==> src/rtl/rtsp_map.vh <==
`ifndef RTSP_MAP_VH
`define RTSP_MAP_VH
// Processor status codes
`define RTSP_ST_CONT 4'h0
`define RTSP_ST_BEGIN 4'h1
`define RTSP_ST_USER 4'h3
`define RTSP_ST_PULSE 4'h4
`define RTSP_ST_BRANCH 4'h5
`define RTSP_ST_EXCRET 4'h7
`define RTSP_ST_MARK1 4'h8
`define RTSP_ST_EXCP 4'hc
`define RTSP_ST_EMU 4'hd
`define RTSP_ST_STOP 4'he
`define RTSP_ST_HALT 4'hf
// Instruction event classes from the core
`define RTSP_EV_NONE 3'h0
`define RTSP_EV_BEGIN 3'h1
`define RTSP_EV_PULSE 3'h2
`define RTSP_EV_WDATA 3'h3
`define RTSP_EV_BRANCH 3'h4
`define RTSP_EV_EXCRET 3'h5
// Branch address length configuration: off, 2, 3 or 4 bytes
`define RTSP_BLEN_OFF 2'h0
`define RTSP_BLEN_2 2'h1
`define RTSP_BLEN_3 2'h2
`define RTSP_BLEN_4 2'h3
// Idle data nibble
`define RTSP_DATA_IDLE 4'h0
`endif

==> src/rtl/rtsp_fifo.v <==
`timescale 1ns/1ps
`include "rtsp_map.vh"
module rtsp_fifo #(
  parameter WIDTH = 34,
  parameter DEPTH = 2,
  parameter AW = 1
) (
  input wire clk, // Clock
  input wire rst_n, // Async reset, active low
  input wire ce, // Clock enable
  input wire inValid, // Write request
  output wire inReady, // Space free
  input wire [WIDTH-1:0] inData, // Write data
  output wire outValid, // Entry held
  input wire outReady, // Read accept
  output reg [WIDTH-1:0] outData // Head entry, registered
);
  reg [WIDTH-1:0] mem [0:DEPTH-1];
  reg [AW:0] wrPtr;
  reg [AW:0] rdPtr;
  wire [AW:0] level = wrPtr - rdPtr;
  wire doWr = ce & inValid & inReady;
  wire doRd = ce & outValid & outReady;
  wire [AW:0] nextRd = doRd ? rdPtr + 1'b1 : rdPtr;
  assign inReady = (level != DEPTH[AW:0]);
  assign outValid = (level != {(AW+1){1'b0}});
  // Storage array, no reset needed
  always @(posedge clk) begin
    if (doWr) begin
      mem[wrPtr[AW-1:0]] <= inData;
    end
  end
  // Pointers
  always @(posedge clk or negedge rst_n) begin
    if (!rst_n) begin
      wrPtr <= {(AW+1){1'b0}};
      rdPtr <= {(AW+1){1'b0}};
    end else begin
      if (doWr) begin
        wrPtr <= wrPtr + 1'b1;
      end
      rdPtr <= nextRd;
    end
  end
  // Registered head: bypass when writing the slot about to be read
  always @(posedge clk or negedge rst_n) begin
    if (!rst_n) begin
      outData <= {WIDTH{1'b0}};
    end else if (ce) begin
      if (doWr && (wrPtr[AW-1:0] == nextRd[AW-1:0])) begin
        outData <= inData;
      end else begin
        outData <= mem[nextRd[AW-1:0]];
      end
    end
  end
endmodule // rtsp_fifo

==> src/rtl/rtsp_sync.v <==
`timescale 1ns/1ps
module rtsp_sync #(
  parameter W = 2
) (
  input wire clk, // Clock
  input wire rst_n, // Async reset, active low
  input wire ce, // Clock enable
  input wire [W-1:0] pinIn, // Asynchronous pin levels
  output reg [W-1:0] level // Filtered level
);
  reg [W-1:0] s1;
  reg [W-1:0] s2;
  reg [W-1:0] s3;
  // Three stages; accept once stages two and three agree
  always @(posedge clk or negedge rst_n) begin
    if (!rst_n) begin
      s1 <= {W{1'b0}};
      s2 <= {W{1'b0}};
      s3 <= {W{1'b0}};
      level <= {W{1'b0}};
    end else if (ce) begin
      s1 <= pinIn;
      s2 <= s1;
      s3 <= s2;
      level <= (s2 & ~(s2 ^ s3)) | (level & (s2 ^ s3));
    end
  end
endmodule // rtsp_sync

==> src/rtl/rtsp_trace_port.v <==
//Functional notes
// Two separate 4-bit outputs: status nibble and data nibble.
// Status follows pipeline events, not the bus transfer.
// Two-entry 32-bit FIFO holds captured addresses and operands.
// Buffered values shift out four bits per cycle, low nibble first.
// Stall core only while both entries full; release when one frees.
// Code 0x0 on every later cycle of a multi-cycle instruction.
// Code 0x1 marks first cycle of ordinary instructions.
// Code 0x3 after the instruction that entered user mode.
// Code 0x4 on pulse or data-write; data-write adds marker and operand.
// Code 0x5 on taken branch; target may follow with marker.
// Code 0x7 starts a return-from-exception instruction.
// Markers 0x8-0xB give byte count, one cycle before first data.
// Code 0xC held through ordinary exception processing.
// Code 0xD held through emulator-mode entry processing.
// Code 0xE held while stopped until an interrupt.
// Code 0xF held while halted until restart or reset.
// Reserved codes 0x2 and 0x6 are never driven.
// Both nibbles update every processor cycle.
// Branch target length configurable as two, three or four bytes.
// Full buffer with new capture stalls pipeline showing 0x0.
`timescale 1ns/1ps
`include "rtsp_map.vh"
module rtsp_trace_port #(
  parameter DW = 32,
  parameter DEPTH = 2
) (
  input wire clk, // Processor clock, 200 MHz
  input wire rst_n, // Async reset, active low
  input wire ce, // Clock enable
  input wire [2:0] instrEvent, // Instruction start class
  input wire instrCont, // Later cycle of current instruction
  input wire userEntry, // Previous instruction entered user mode
  input wire excpActive, // Ordinary exception processing
  input wire emuActive, // Emulator-mode exception processing
  input wire [DW-1:0] captData, // Operand or branch target
  input wire [1:0] wdataSize, // Operand size 0 byte,1 word,2 long
  input wire [1:0] branchLen, // Branch target byte count setting
  input wire stopPin, // Stopped state level, asynchronous
  input wire haltPin, // Halted state level, asynchronous
  output reg coreStall, // Hold core pipeline
  output reg [3:0] processor_trace_status, // Status nibble
  output reg [3:0] trace_data_nibble // Data nibble
);
  // -------------------------------------------------------------
  // Pin synchronisers
  // -------------------------------------------------------------
  wire [1:0] pinLevel;
  wire stopped = pinLevel[0];
  wire halted = pinLevel[1];
  rtsp_sync #(.W(2)) uSync (
    .clk(clk),
    .rst_n(rst_n),
    .ce(ce),
    .pinIn({haltPin, stopPin}),
    .level(pinLevel)
  );

  // -------------------------------------------------------------
  // Capture decode
  // -------------------------------------------------------------
  // Byte count minus one for a capture, 2 bits
  function [1:0] byteCountM1;
    input [2:0] ev;
    input [1:0] wsz;
    input [1:0] blen;
    begin
      if (ev == `RTSP_EV_WDATA) begin
        byteCountM1 = (wsz == 2'h0) ? 2'h0 : (wsz == 2'h1) ? 2'h1 : 2'h3;
      end else begin
        byteCountM1 = blen;
      end
    end
  endfunction

  wire isWdata = (instrEvent == `RTSP_EV_WDATA);
  wire isBranchCap = (instrEvent == `RTSP_EV_BRANCH) &&
    (branchLen != `RTSP_BLEN_OFF);
  wire wantCapt = isWdata | isBranchCap;
  wire [1:0] capM1 = byteCountM1(instrEvent, wdataSize, branchLen);
  wire fifoInReady;
  wire fifoOutValid;
  wire [DW+1:0] fifoOut;
  // full stall
  // stall release
  wire blockCapt = wantCapt & ~fifoInReady & ~halted & ~stopped;
  wire pushCapt = wantCapt & fifoInReady & ~halted & ~stopped;

  // -------------------------------------------------------------
  // Output shifter state
  // -------------------------------------------------------------
  localparam SH_IDLE = 2'h0;
  localparam SH_MARK = 2'h1;
  localparam SH_DATA = 2'h2;
  reg [1:0] shState;
  reg [1:0] next_shState;
  reg [DW-1:0] shReg;
  reg [2:0] nibLeft;
  reg [2:0] next_nibLeft;
  reg popFifo;
  // Marker goes out one cycle ahead of the first data nibble
  wire markNow = (shState == SH_IDLE) && fifoOutValid && !halted &&
    !stopped && !emuActive && !excpActive;
  wire [3:0] markCode = `RTSP_ST_MARK1 | {2'h0, fifoOut[DW+1:DW]};

  // two-entry buffer
  rtsp_fifo #(.WIDTH(DW + 2), .DEPTH(DEPTH), .AW(1)) uFifo (
    .clk(clk),
    .rst_n(rst_n),
    .ce(ce),
    .inValid(pushCapt),
    .inReady(fifoInReady),
    .inData({capM1, captData}),
    .outValid(fifoOutValid),
    .outReady(popFifo),
    .outData(fifoOut)
  );

  // Shifter sequencing: marker cycle, then data nibbles
  always @* begin
    next_shState = shState;
    next_nibLeft = nibLeft;
    popFifo = 1'b0;
    case (shState)
      SH_IDLE: begin
        if (markNow) begin
          next_shState = SH_MARK;
        end
      end
      SH_MARK: begin
        popFifo = 1'b1;
        next_shState = SH_DATA;
        next_nibLeft = {fifoOut[DW+1:DW], 1'b1};
      end
      SH_DATA: begin
        if (nibLeft == 3'h0) begin
          next_shState = SH_IDLE;
        end else begin
          next_nibLeft = nibLeft - 3'h1;
        end
      end
      default: begin
        next_shState = SH_IDLE;
      end
    endcase
  end

  // low nibble first
  // update every cycle
  always @(posedge clk or negedge rst_n) begin
    if (!rst_n) begin
      shState <= SH_IDLE;
      nibLeft <= 3'h0;
      shReg <= {DW{1'b0}};
      trace_data_nibble <= `RTSP_DATA_IDLE;
    end else if (ce) begin
      shState <= next_shState;
      nibLeft <= next_nibLeft;
      if (shState == SH_MARK) begin
        shReg <= fifoOut[DW-1:0] >> 4;
        trace_data_nibble <= fifoOut[3:0];
      end else if (shState == SH_DATA && nibLeft != 3'h0) begin
        shReg <= shReg >> 4;
        trace_data_nibble <= shReg[3:0];
      end else begin
        trace_data_nibble <= `RTSP_DATA_IDLE;
      end
    end
  end

  // -------------------------------------------------------------
  // Status nibble encoder
  // -------------------------------------------------------------
  reg [3:0] next_status;
  // pipeline-based status
  // no reserved codes
  always @* begin
    next_status = `RTSP_ST_CONT;
    if (halted) begin
      // halted code
      next_status = `RTSP_ST_HALT;
    end else if (stopped) begin
      // stopped code
      next_status = `RTSP_ST_STOP;
    end else if (emuActive) begin
      // emulator entry
      next_status = `RTSP_ST_EMU;
    end else if (excpActive) begin
      // exception hold
      next_status = `RTSP_ST_EXCP;
    end else if (markNow) begin
      // marker before data
      next_status = markCode;
    end else if (blockCapt) begin
      // stall shows continue
      next_status = `RTSP_ST_CONT;
    end else if (instrCont) begin
      // later instruction cycles
      next_status = `RTSP_ST_CONT;
    end else if (userEntry) begin
      // user mode entry
      next_status = `RTSP_ST_USER;
    end else begin
      case (instrEvent)
        // instruction begin
        `RTSP_EV_BEGIN: next_status = `RTSP_ST_BEGIN;
        // pulse and data write
        `RTSP_EV_PULSE: next_status = `RTSP_ST_PULSE;
        `RTSP_EV_WDATA: next_status = `RTSP_ST_PULSE;
        // taken branch
        // branch length setting
        `RTSP_EV_BRANCH: next_status = `RTSP_ST_BRANCH;
        // exception return
        `RTSP_EV_EXCRET: next_status = `RTSP_ST_EXCRET;
        // continuation cycles
        default: next_status = `RTSP_ST_CONT;
      endcase
    end
  end

  // two nibble outputs
  always @(posedge clk or negedge rst_n) begin
    if (!rst_n) begin
      processor_trace_status <= `RTSP_ST_CONT;
      coreStall <= 1'b0;
    end else if (ce) begin
      processor_trace_status <= next_status;
      // stall while full
      coreStall <= blockCapt;
    end
  end
endmodule // rtsp_trace_port

==> config.mk <==
export PLATFORM = sky130hd
export DESIGN_NAME = rtsp_trace_port
export DESIGN_NICKNAME = d
export VERILOG_FILES = /design/src/rtl/rtsp_fifo.v /design/src/rtl/rtsp_sync.v /design/src/rtl/rtsp_trace_port.v
export VERILOG_INCLUDE_DIRS = /design/src /design/src/rtl
export SDC_FILE = /design/constraint.sdc
export NUM_CORES = 1
export LEC_CHECK = 0
export BUFFER_PORTS_ARGS = -buffer_cell sky130_fd_sc_hd__buf_2
export CORE_ASPECT_RATIO = 0.75
export CORE_MARGIN = 2
export CORE_UTILIZATION = 53
export DETAILED_ROUTE_END_ITERATION = 10
export PLACE_DENSITY = 0.86
export SLEW_MARGIN = 20
export SYNTH_ARGS = -nofsm -noshare
export SYNTH_HDL_FRONTEND = slang
export SYNTH_SLANG_ARGS = --single-unit
==> constraint.sdc <==
create_clock -name clk -period 3.54 [get_ports clk]
set_input_delay 0.531 -clock clk [delete_from_list [all_inputs] [get_ports clk]]
set_output_delay 0.531 -clock clk [all_outputs]
set_load 0.005 [all_outputs]
==> results.py, run 1 <==
metrics = {
    "sta": {
        "hold_slack_ns": 0.150,
        "fmax_mhz": 364,
        "finalSetupViolCount": 0,
        "period_minus_slack_ns": 2.74,
        "fin_ws_ns": 0.796,
        "min_period_over_period": 0.775,
        "finalMaxSlewViolations": 0,
        "tns_ns": 0,
        "slew_headroom": 0.380,
        "hold_violations": 0,
        "tightest_slew_ns": 0.930,
        "grt_setup_unrepaired": "false",
        "skew_ns": 0.00954,
    },
    "yosys": {
        "syn_nets": 550,
        "synth-main-ff-cell": "dfrtp_1",
        "syn_area_per_cell_um2": 13.1,
        "synth_seq_area_share": 0.648,
        "yosys.area.top_type": "dfrtp_1",
        "synth-async-reset-ratio": 0.564,
        "yosysMostFrequentCell": "dfrtp_1",
        "netlist_area_um2": 6550,
        "synth-seq-cells": 156,
        "yosys_warnings": 0,
        "synth_top_area_share": 0.336,
        "synth_cells": 499,
        "synth_enable_flop_cells": 68,
        "synth_area_leaders": "dfrtp_1 (34%), edfxtp_1 (31%), mux2i_1 (9.0%), o21ai_0 (2.6%), a21oi_1 (2.1%)",
        "synth_common_cells": "dfrtp_1 (88), edfxtp_1 (68), mux2i_1 (59), o21ai_0 (34), nand2_1 (30)",
        "ys_types": 49,
    },
    "global_routing": {
        "grt_usage": 0.208,
        "grt_pass1_vias": 4224,
        "grt_antenna_before_repair": 0,
        "grt_overflow": 0,
        "grt_pass1_wl_um": 21300,
        "grt_max_degree": 89,
    },
    "setup_path": {
        "r2r-start": "uFifo.rdPtr[0]",
        "worstSetupEndpointType": "flop",
        "crit_type": "reg2reg",
        "required_ns": 3.80,
        "critical_path.max_fanout": 18,
        "crit_start": "uFifo.rdPtr[0]",
        "critPathArrivalTime_ns": 3.01,
        "critPathLaunchType": "flop",
    },
    "place": {
        "dpl.hpwl_um": 8170,
        "io_buffers": 56,
        "pre_cts_ws_ns": 0.690,
        "finalWeightedCongestion": 0.799,
        "dp.cells": 702,
    },
    "routing": {
        "drc": 0,
        "wl_met1_um": 5780,
        "vias": 4131,
        "dr.max_layer_used": "met4",
        "dr.first_iter.drc_count": 334,
        "wl_um": 13000,
        "drtAntennaViolNets": 0,
        "met2_length_um": 6300,
        "drt-pass1-iter-count": 5,
        "vias_per_cell": 5.63,
        "detail_route.wl_per_cell_um": 17.7,
        "met3_length_um": 764,
    },
    "cells_and_area": {
        "layoutNonFillerInstCount": 734,
        "diodes": 0,
        "drive_gt1_frac": 0.210,
        "synthToLayoutAreaGrowth_pct": 14.9,
        "nets": 606,
    },
    "min_path": {
        "hp-class": "in2async",
    },
    "clock_tree": {
        "cts_hold_buf": 0,
        "tritoncts": "done",
        "insertion_delay_ns": 0.42,
        "clock_sinks": 156,
        "cts-resized-gates": 0,
        "clockBufferDepth": 2,
        "clk_pin_slew_ns": 0.06,
        "htree_num_levels": 4,
        "root_buffer": "clkbuf_16",
        "cts_post_setup_buffers_inserted": 0,
        "numCtsBuffers": 17,
    },
    "pwr": {
        "swShare": 0.311,
        "power-per-cell-area_nw_per_um2": 725,
        "p_int_uw": 3760,
        "seqPwrFrac": 0.463,
        "peakVddDrop_mv": 0.404,
        "netSwitchingPower_uw": 1700,
        "clkPwrFrac": 0.304,
        "p_leak_uw": 0.00311,
        "p_comb_frac": 0.233,
    },
    "floorplan": {
        "die-area_um2": 13300,
        "core-area_um2": 12200,
        "die_x_um": 132,
        "start_util": 0.538,
        "rows": 35,
        "die_h_um": 100,
        "pin_count": 57,
    },
    "flow_run": {
        "drv_cap": 0,
    },
    "run_status": {
        "status": "complete, no violations",
    },
}
-- metrics by stage --
stage | total power [uW] | cell area [um^2] | utilization
floorplan | 3470 | 6550 | -
global route | 5750 | 7520 | 0.618
finish | 5460 | 7520 | 0.618
global placement | 3730 | 6980 | 0.573
detailed placement | 3820 | 6980 | 0.573
CTS | 5490 | 7520 | 0.617
-- power groups by stage --
stage               Clock, uW  Sequential (uW)  Combinational, uW
floorplan                   0             2480                990
global placement            0             2530               1200
detailed placement          0             2550               1270
CTS                      1690             2520               1280
global route             1780             2560               1410
finish                   1660             2520               1270
-- final cells by class --
class | instances | area [um^2]
tap | 166 | 208
sequential | 156 | 4240
multi-input combinational | 290 | 2060
clock buffer | 17 | 425
inverter | 25 | 93.8
clock inverter | 15 | 115
timing repair buffer | 65 | 379
fill | 945 | 4650
-- placed cells by master (no fill, tap or decap), types with 20 or more instances in the layout --
cell,netlist,routed
o21ai_0,34,34
inv_1,25,25
o21ai_1,20,20
dfrtp_1,88,88
nor2b_1,22,20
mux2i_1,59,59
edfxtp_1,68,68
a21oi_1,28,28
nand2_1,30,30
buf_2,6,55
-- layer usage --
| layer | GRT usage | vias up |
|---|---|---|
| li1 | - | 1921 |
| met1 | 0.282 | 2075 |
| met2 | 0.332 | 124 |
| met3 | 0.0551 | 11 |
| met4 | 0.0653 | 0 |
| met5 | 0 | - |
-- registers in the layout, indices dropped and copies added (netlist names), 2 cells and up, named ones only --
| register | count |
|---|---|
| shState | 2 |
| uFifo.wrPtr | 2 |
| uFifo.outData | 34 |
| uSync.s1 | 2 |
| trace_data_nibble | 4 |
| uSync.s3 | 2 |
| processor_trace_status | 4 |
| uSync.s2 | 2 |
| shReg | 28 |
| uFifo.mem | 68 |
| uFifo.rdPtr | 2 |
| nibLeft | 3 |
-- critical path: stages, from the launching register on --
cell	delay, ns
dfrtp_1	0.47
xnor2_2	0.32
a21boi_2	0.15
xnor2_4	0.75
buf_4	0.46
mux2i_1	0.28
o221ai_1	0.14
-- final timing paths --
check	endpoint	slack, ns	cells after the start
max	uFifo.outData[17]	0.80	6
max reg2reg	uFifo.outData[17]	0.80	6
max in group asynchronous	shReg[25]	2.81	1
min reg2reg	shReg[7]	0.48	2
min	uSync.s2[1]	0.15	1
min in group clk	uFifo.mem[1][18]	0.32	1
-- cell families (layout without fill, tap and decap cells) --
family,after synthesis,in the layout,share of synthesized area
XOR/XNOR,7,7,0.0145
adder cells (fa/ha/maj),3,3,0.00573
buffers and inverters,53,122,0.0396
multiplexers,67,67,0.104
AND/OR/NAND/NOR,96,96,0.0799
AO/OA/AOI/OAI,117,117,0.108
flip-flops,156,156,0.648
(Power assumes the default switching activity.)
==> run 2, diff against run 1 <==
==> constraint.sdc (replaced) <==
create_clock -name clk -period 2.3 [get_ports clk]
set_input_delay 0.345 -clock clk [delete_from_list [all_inputs] [get_ports clk]]
set_output_delay 0.345 -clock clk [all_outputs]
set_load 0.005 [all_outputs]
==> results.py, run 2 (synthesis gave the netlist of run 1 again) <==
metrics = {
    "setup_path": {
        "r2r_setup_slack_ns": 0.13,
        "critPathTopFamily": "simple AND/OR/NAND/NOR gates",
        "path_cells": "or3b_2 > a21oi_2 > and2_1 > nor2b_4 > buf_12",
        "slowest_delay_ns": 0.55,
        "critical_path.max_fanout": 34,
        "cp.depth": 5,
        "critPathSlowestCell": "or3b_2",
        "crit_type": "reg2reg",
        "required_ns": 2.41,
        "worstSetupEndpointType": "flop",
        "reg2reg_depth": 5,
        "critPathLaunchType": "flop",
        "r2r_end": "uFifo.mem[0][21]",
        "cp_num_buf_inv": 1,
        "critPathArrivalTime_ns": 2.27,
    },
    "clock_tree": {
        "insertion_delay_ns": 0.43,
        "root_buffer": "clkbuf_16",
        "clockBufferDepth": 2,
        "clk_pin_slew_ns": 0.06,
        "htree_num_levels": 4,
        "tritoncts": "done",
        "numCtsBuffers": 17,
        "clock_sinks": 156,
    },
    "floorplan": {
        "pin_count": 57,
        "die_x_um": 132,
        "rows": 35,
        "core-area_um2": 12200,
        "die_h_um": 100,
        "die-area_um2": 13300,
        "start_util": 0.538,
    },
    "sta": {
        "fmax_mhz": 462,
        "tightest_slew_ns": 0.555,
        "finalSetupViolCount": 0,
        "period_minus_slack_ns": 2.17,
        "tns_ns": 0,
        "hold_violations": 0,
        "finalMaxSlewViolations": 0,
        "min_period_over_period": 0.942,
        "grt_setup_unrepaired": "false",
        "slew_headroom": 0.630,
        "hold_slack_ns": 0.121,
        "skew_ns": 0.0229,
    },
    "global_routing": {
        "grt_overflow": 0,
        "grt_antenna_before_repair": 0,
        "grt_pass1_wl_um": 21600,
        "grt_pass1_vias": 4193,
        "grt_usage": 0.212,
        "grt_max_degree": 49,
    },
    "routing": {
        "detail_route.wl_per_cell_um": 17.3,
        "drtAntennaViolNets": 0,
        "vias": 4167,
        "dr.first_iter.drc_count": 285,
        "drt-pass1-iter-count": 5,
        "vias_per_cell": 5.53,
        "drc": 0,
        "wl_um": 13100,
    },
    "cells_and_area": {
        "largest_register_ffs": 68,
        "nets": 625,
        "fillers": 905,
        "synthToLayoutAreaGrowth_pct": 19.2,
        "drive_gt1_frac": 0.233,
        "diodes": 0,
        "layout_common_cells": "dfrtp_1 (88), edfxtp_1 (68), mux2i_1 (59), buf_2 (55), o21ai_0 (34)",
        "multi_input_area_um2": 2060,
        "final_common_cell": "dfrtp_1",
        "register_area_um2": 4240,
    },
    "place": {
        "dpl.hpwl_um": 8170,
        "finalWeightedCongestion": 0.803,
        "io_buffers": 56,
    },
    "run_status": {
        "status": "complete, no violations",
    },
    "min_path": {
        "hold_path_depth": 1,
        "hold_end": "uFifo.mem[1][28]",
        "hp-class": "in2reg",
        "min-delay-start": "captData[28]",
    },
    "pwr": {
        "power-per-cell-area_nw_per_um2": 1150,
        "peakVddDrop_mv": 0.717,
        "p_leak_uw": 0.00324,
    },
    "flow_run": {
        "drv_cap": 0,
    },
}
-- run 2: layout make-up --
| type | instances | share of cell area |
|---|---|---|
| clock buffers | 18 | 0.0550 |
| clock inverters | 14 | 0.0220 |
| inverters | 25 | 0.0120 |
| multi-input cells | 290 | 0.264 |
| flip-flops and latches | 156 | 0.544 |
| well taps | 166 | 0.0266 |
| repair buffers | 84 | 0.0763 |
-- run 2: where the power goes --
group / leakage, uW / switching [uW] / internal (uW) / total, uW
Combinational: 0.00124 / 1160 / 1150 / 2300
Clock: 0.000278 / 1120 / 1710 / 2830
Sequential: 0.00172 / 375 / 3500 / 3870
Total: 0.00324 / 2650 / 6350 / 9000
-- run 2: routing by layer --
metal  GRT usage  up-vias  share of wire
met5           0        -              0
met2       0.342      135           0.48
li1            -     1965              -
met4      0.0703        0         0.0047
met1       0.283     2060           0.45
met3      0.0596        7          0.061
-- run 2: stage by stage --
stage               instance area [um^2]  power [uW]  setup slack [ns]  utilization  cells
floorplan                           6560        5340            0.0252            -    499
global placement                    7120        5910             0.183        0.584    712
detailed placement                  7120        6040             0.114        0.584    712
CTS                                 7730        8890            0.0493        0.635    745
global route                        7800        9450            0.0684        0.641    753
finish                              7800        9000             0.134        0.641    753
-- run 2: how the worst max path moves through the flow --
stage	end	slack, ns
floorplan	uFifo.mem[0][0]	0.03
global placement	uFifo.mem[0][19]	0.18
detailed placement	uFifo.mem[0][12]	0.11
CTS	uFifo.mem[0][12]	0.05
global route	uFifo.mem[0][2]	0.07
finish	uFifo.mem[0][21]	0.13
-- run 2: timing repair --
action / in CTS / in global routing
setup endpoints to repair: 0 / 38
endpoints found under the hold margin: 40 / 0
hold buffers: 1 / 0
resized for setup: 0 / 1
buffers inserted: 0 / 8
==> run 3, diff against run 2 <==
--- a/config.mk
+++ b/config.mk
@@ -6,12 +6,13 @@
 export SDC_FILE = /design/constraint.sdc
 export NUM_CORES = 1
 export LEC_CHECK = 0
+export ABC_AREA = 1
 export BUFFER_PORTS_ARGS = -buffer_cell sky130_fd_sc_hd__buf_2
 export CORE_ASPECT_RATIO = 0.75
 export CORE_MARGIN = 2
-export CORE_UTILIZATION = 53
+export CORE_UTILIZATION = 54
 export DETAILED_ROUTE_END_ITERATION = 10
-export PLACE_DENSITY = 0.86
+export PLACE_DENSITY = 0.87
 export SLEW_MARGIN = 20
 export SYNTH_ARGS = -nofsm -noshare
 export SYNTH_HDL_FRONTEND = slang
==> results.py, run 3 <==
metrics = {
    "clock_tree": {
        "numCtsBuffers": 17,
        "root_buffer": "clkbuf_16",
        "clk_pin_slew_ns": 0.07,
        "clockBufferDepth": 2,
        "tritoncts": "done",
        "clock_sinks": 156,
        "insertion_delay_ns": 0.43,
        "cts-resized-gates": 0,
        "htree_num_levels": 4,
    },
    "sta": {
        "hold_violations": 0,
        "slew_headroom": 0.439,
        "hold_slack_ns": 0.118,
        "finalMaxSlewViolations": 0,
        "grt_setup_unrepaired": "false",
        "fmax_mhz": 487,
        "tns_ns": 0,
        "skew_ns": 0.00940,
        "min_period_over_period": 0.892,
        "tightest_slew_ns": 0.841,
        "period_minus_slack_ns": 2.05,
        "finalSetupViolCount": 0,
    },
    "routing": {
        "drc": 0,
        "vias_per_cell": 5.61,
        "drt-pass1-iter-count": 6,
        "vias": 5370,
        "detail_route.wl_per_cell_um": 15.7,
        "drtAntennaViolNets": 0,
        "dr.first_iter.drc_count": 658,
        "wl_um": 15000,
    },
    "yosys": {
        "yosys.area.top_type": "dfrtp_1",
        "syn_nets": 776,
        "yosysMostFrequentCell": "nand2_1",
        "synth-main-ff-cell": "dfrtp_1",
        "synth_cells": 725,
        "synth_common_cells": "nand2_1 (195), nand3_1 (114), nor2_1 (111), dfrtp_1 (88), edfxtp_1 (68)",
        "synth_enable_flop_cells": 68,
        "synth-async-reset-ratio": 0.564,
        "synth-seq-cells": 156,
        "synth_area_leaders": "dfrtp_1 (32%), edfxtp_1 (30%), nand2_1 (11%), nand3_1 (8.3%), nor2_1 (6.1%)",
        "yosys_warnings": 0,
        "netlist_area_um2": 6860,
        "synth_top_area_share": 0.321,
        "ys_types": 29,
        "syn_area_per_cell_um2": 9.46,
        "synth_seq_area_share": 0.619,
    },
    "cells_and_area": {
        "largest_register_ffs": 68,
        "synthToLayoutAreaGrowth_pct": 15.2,
        "nets": 829,
        "final_common_cell": "nand2_1",
        "register_area_um2": 4240,
        "drive_gt1_frac": 0.157,
        "diodes": 0,
        "multi_input_area_um2": 2280,
        "fillers": 934,
        "layout_common_cells": "nand2_1 (195), nand3_1 (114), nor2_1 (109), dfrtp_1 (88), edfxtp_1 (68)",
    },
    "setup_path": {
        "critPathSlowestCell": "dfrtp_1",
        "r2r_setup_slack_ns": 0.25,
        "path_common_cell": "nand2_1",
        "r2r-start": "shState[1]",
        "slowest_delay_ns": 0.40,
        "crit_type": "reg2reg",
        "critPathArrivalTime_ns": 2.36,
        "r2r_end": "uFifo.outData[5]",
        "required_ns": 2.60,
        "path_cells": "inv_4 > nand3_4 > inv_2 > nand2_2 > nand2_4 > nand2_4 > nand2_1 > nand3_1 > nand2_1 > nand2_1",
        "reg2reg_depth": 10,
        "critPathLaunchType": "flop",
        "worstSetupEndpointType": "flop",
        "cp_num_buf_inv": 2,
        "critPathTopFamily": "simple AND/OR/NAND/NOR gates",
        "critical_path.max_fanout": 35,
    },
    "floorplan": {
        "die_h_um": 102,
        "start_util": 0.556,
        "rows": 35,
        "core-area_um2": 12300,
        "die_x_um": 134,
        "die-area_um2": 13600,
        "pin_count": 57,
    },
    "pwr": {
        "peakVddDrop_mv": 0.619,
        "netSwitchingPower_uw": 2800,
        "clkPwrFrac": 0.327,
        "p_leak_uw": 0.00356,
        "power-per-cell-area_nw_per_um2": 1090,
        "seqPwrFrac": 0.441,
        "p_comb_frac": 0.232,
        "swShare": 0.325,
        "p_int_uw": 5820,
    },
    "min_path": {
        "min-delay-start": "captData[7]",
        "hold_end": "uFifo.mem[1][7]",
        "hp-class": "in2reg",
        "hold_path_depth": 1,
    },
    "place": {
        "io_buffers": 56,
        "finalWeightedCongestion": 0.827,
        "dpl.hpwl_um": 9170,
    },
    "global_routing": {
        "grt_usage": 0.241,
        "grt_antenna_before_repair": 0,
        "grt_pass1_wl_um": 25500,
        "grt_overflow": 0,
        "grt_max_degree": 82,
        "grt_pass1_vias": 5231,
    },
    "flow_run": {
        "drv_cap": 0,
    },
    "run_status": {
        "status": "complete, no violations",
    },
}
==> run 3: worst reg2reg max path: cells and delay by family (launching register included) <==
| family | cells | cell delay, ns |
|---|---|---|
| flip-flops | 1 | 0.40 |
| AND/OR/NAND/NOR | 8 | 1.11 |
| buffers and inverters | 2 | 0.43 |
==> run 3: per-stage QoR <==
stage / power (uW) / util / instances / setup WS, ns / instance area [um^2]
after global routing: 9110 / 0.640 / 957 / 0.0801 / 7910
after floorplan: 5290 / - / 725 / 0.0322 / 6870
after global placement: 5700 / 0.591 / 924 / 0.400 / 7300
final: 8620 / 0.640 / 957 / 0.248 / 7910
after CTS: 8620 / 0.640 / 957 / 0.281 / 7910
after detailed placement: 5790 / 0.591 / 924 / 0.297 / 7300
==> run 3: metal layers <==
layer  wire length (um)  GRT usage  share of wire  vias to the layer above
li1                   -          -              -                     2529
met1               6530      0.328           0.43                     2549
met2               6980      0.378           0.46                      266
met3               1250     0.0721          0.083                       26
met4                265     0.0810          0.018                        0
met5                  0          0              0                        -
==> run 3: cell families after synthesis <==
kind of cell	share of synthesized area
buffers and inverters	0.0498
AO/OA/AOI/OAI	0.0480
XOR/XNOR	0.00383
adder cells (fa/ha/maj)	0.00547
flip-flops	0.619
AND/OR/NAND/NOR	0.274
==> run 3: final cells by class <==
type	count	area share
flip-flops and latches	156	0.537
clock inverters	14	0.0198
repair buffers	73	0.0586
inverters	30	0.0146
multi-input cells	500	0.288
clock buffers	18	0.0556
well taps	166	0.0263
==> run 3: how the worst max path moves through the flow <==
stage                     cells past startpoint  startpoint  slack, ns               end
after floorplan                               5          ce       0.03   uFifo.mem[1][0]
after global placement                       10  shState[1]       0.40  uFifo.outData[0]
after detailed placement                     10  shState[1]       0.30  uFifo.outData[9]
after CTS                                    10  shState[1]       0.28  uFifo.outData[9]
after global routing                         10  shState[1]       0.08  uFifo.outData[5]
final                                        10  shState[1]       0.25  uFifo.outData[5]
==> run 3: power by group through the flow <==
| stage | combinational [uW] | sequential, uW | clock (uW) |
|---|---|---|---|
| 2_1_floorplan | 1540 | 3740 | 0 |
| 3_3_place_gp | 1870 | 3830 | 0 |
| 3_5_place_dp | 1960 | 3840 | 0 |
| 4_1_cts | 1990 | 3790 | 2840 |
| 5_1_grt | 2280 | 3860 | 2980 |
| 6_report | 2000 | 3800 | 2820 |
==> run 3: timing repair <==
action                    CTS  global route
hold endpoints to repair   24             0
hold buffers                1             0
setup buffers               0             0
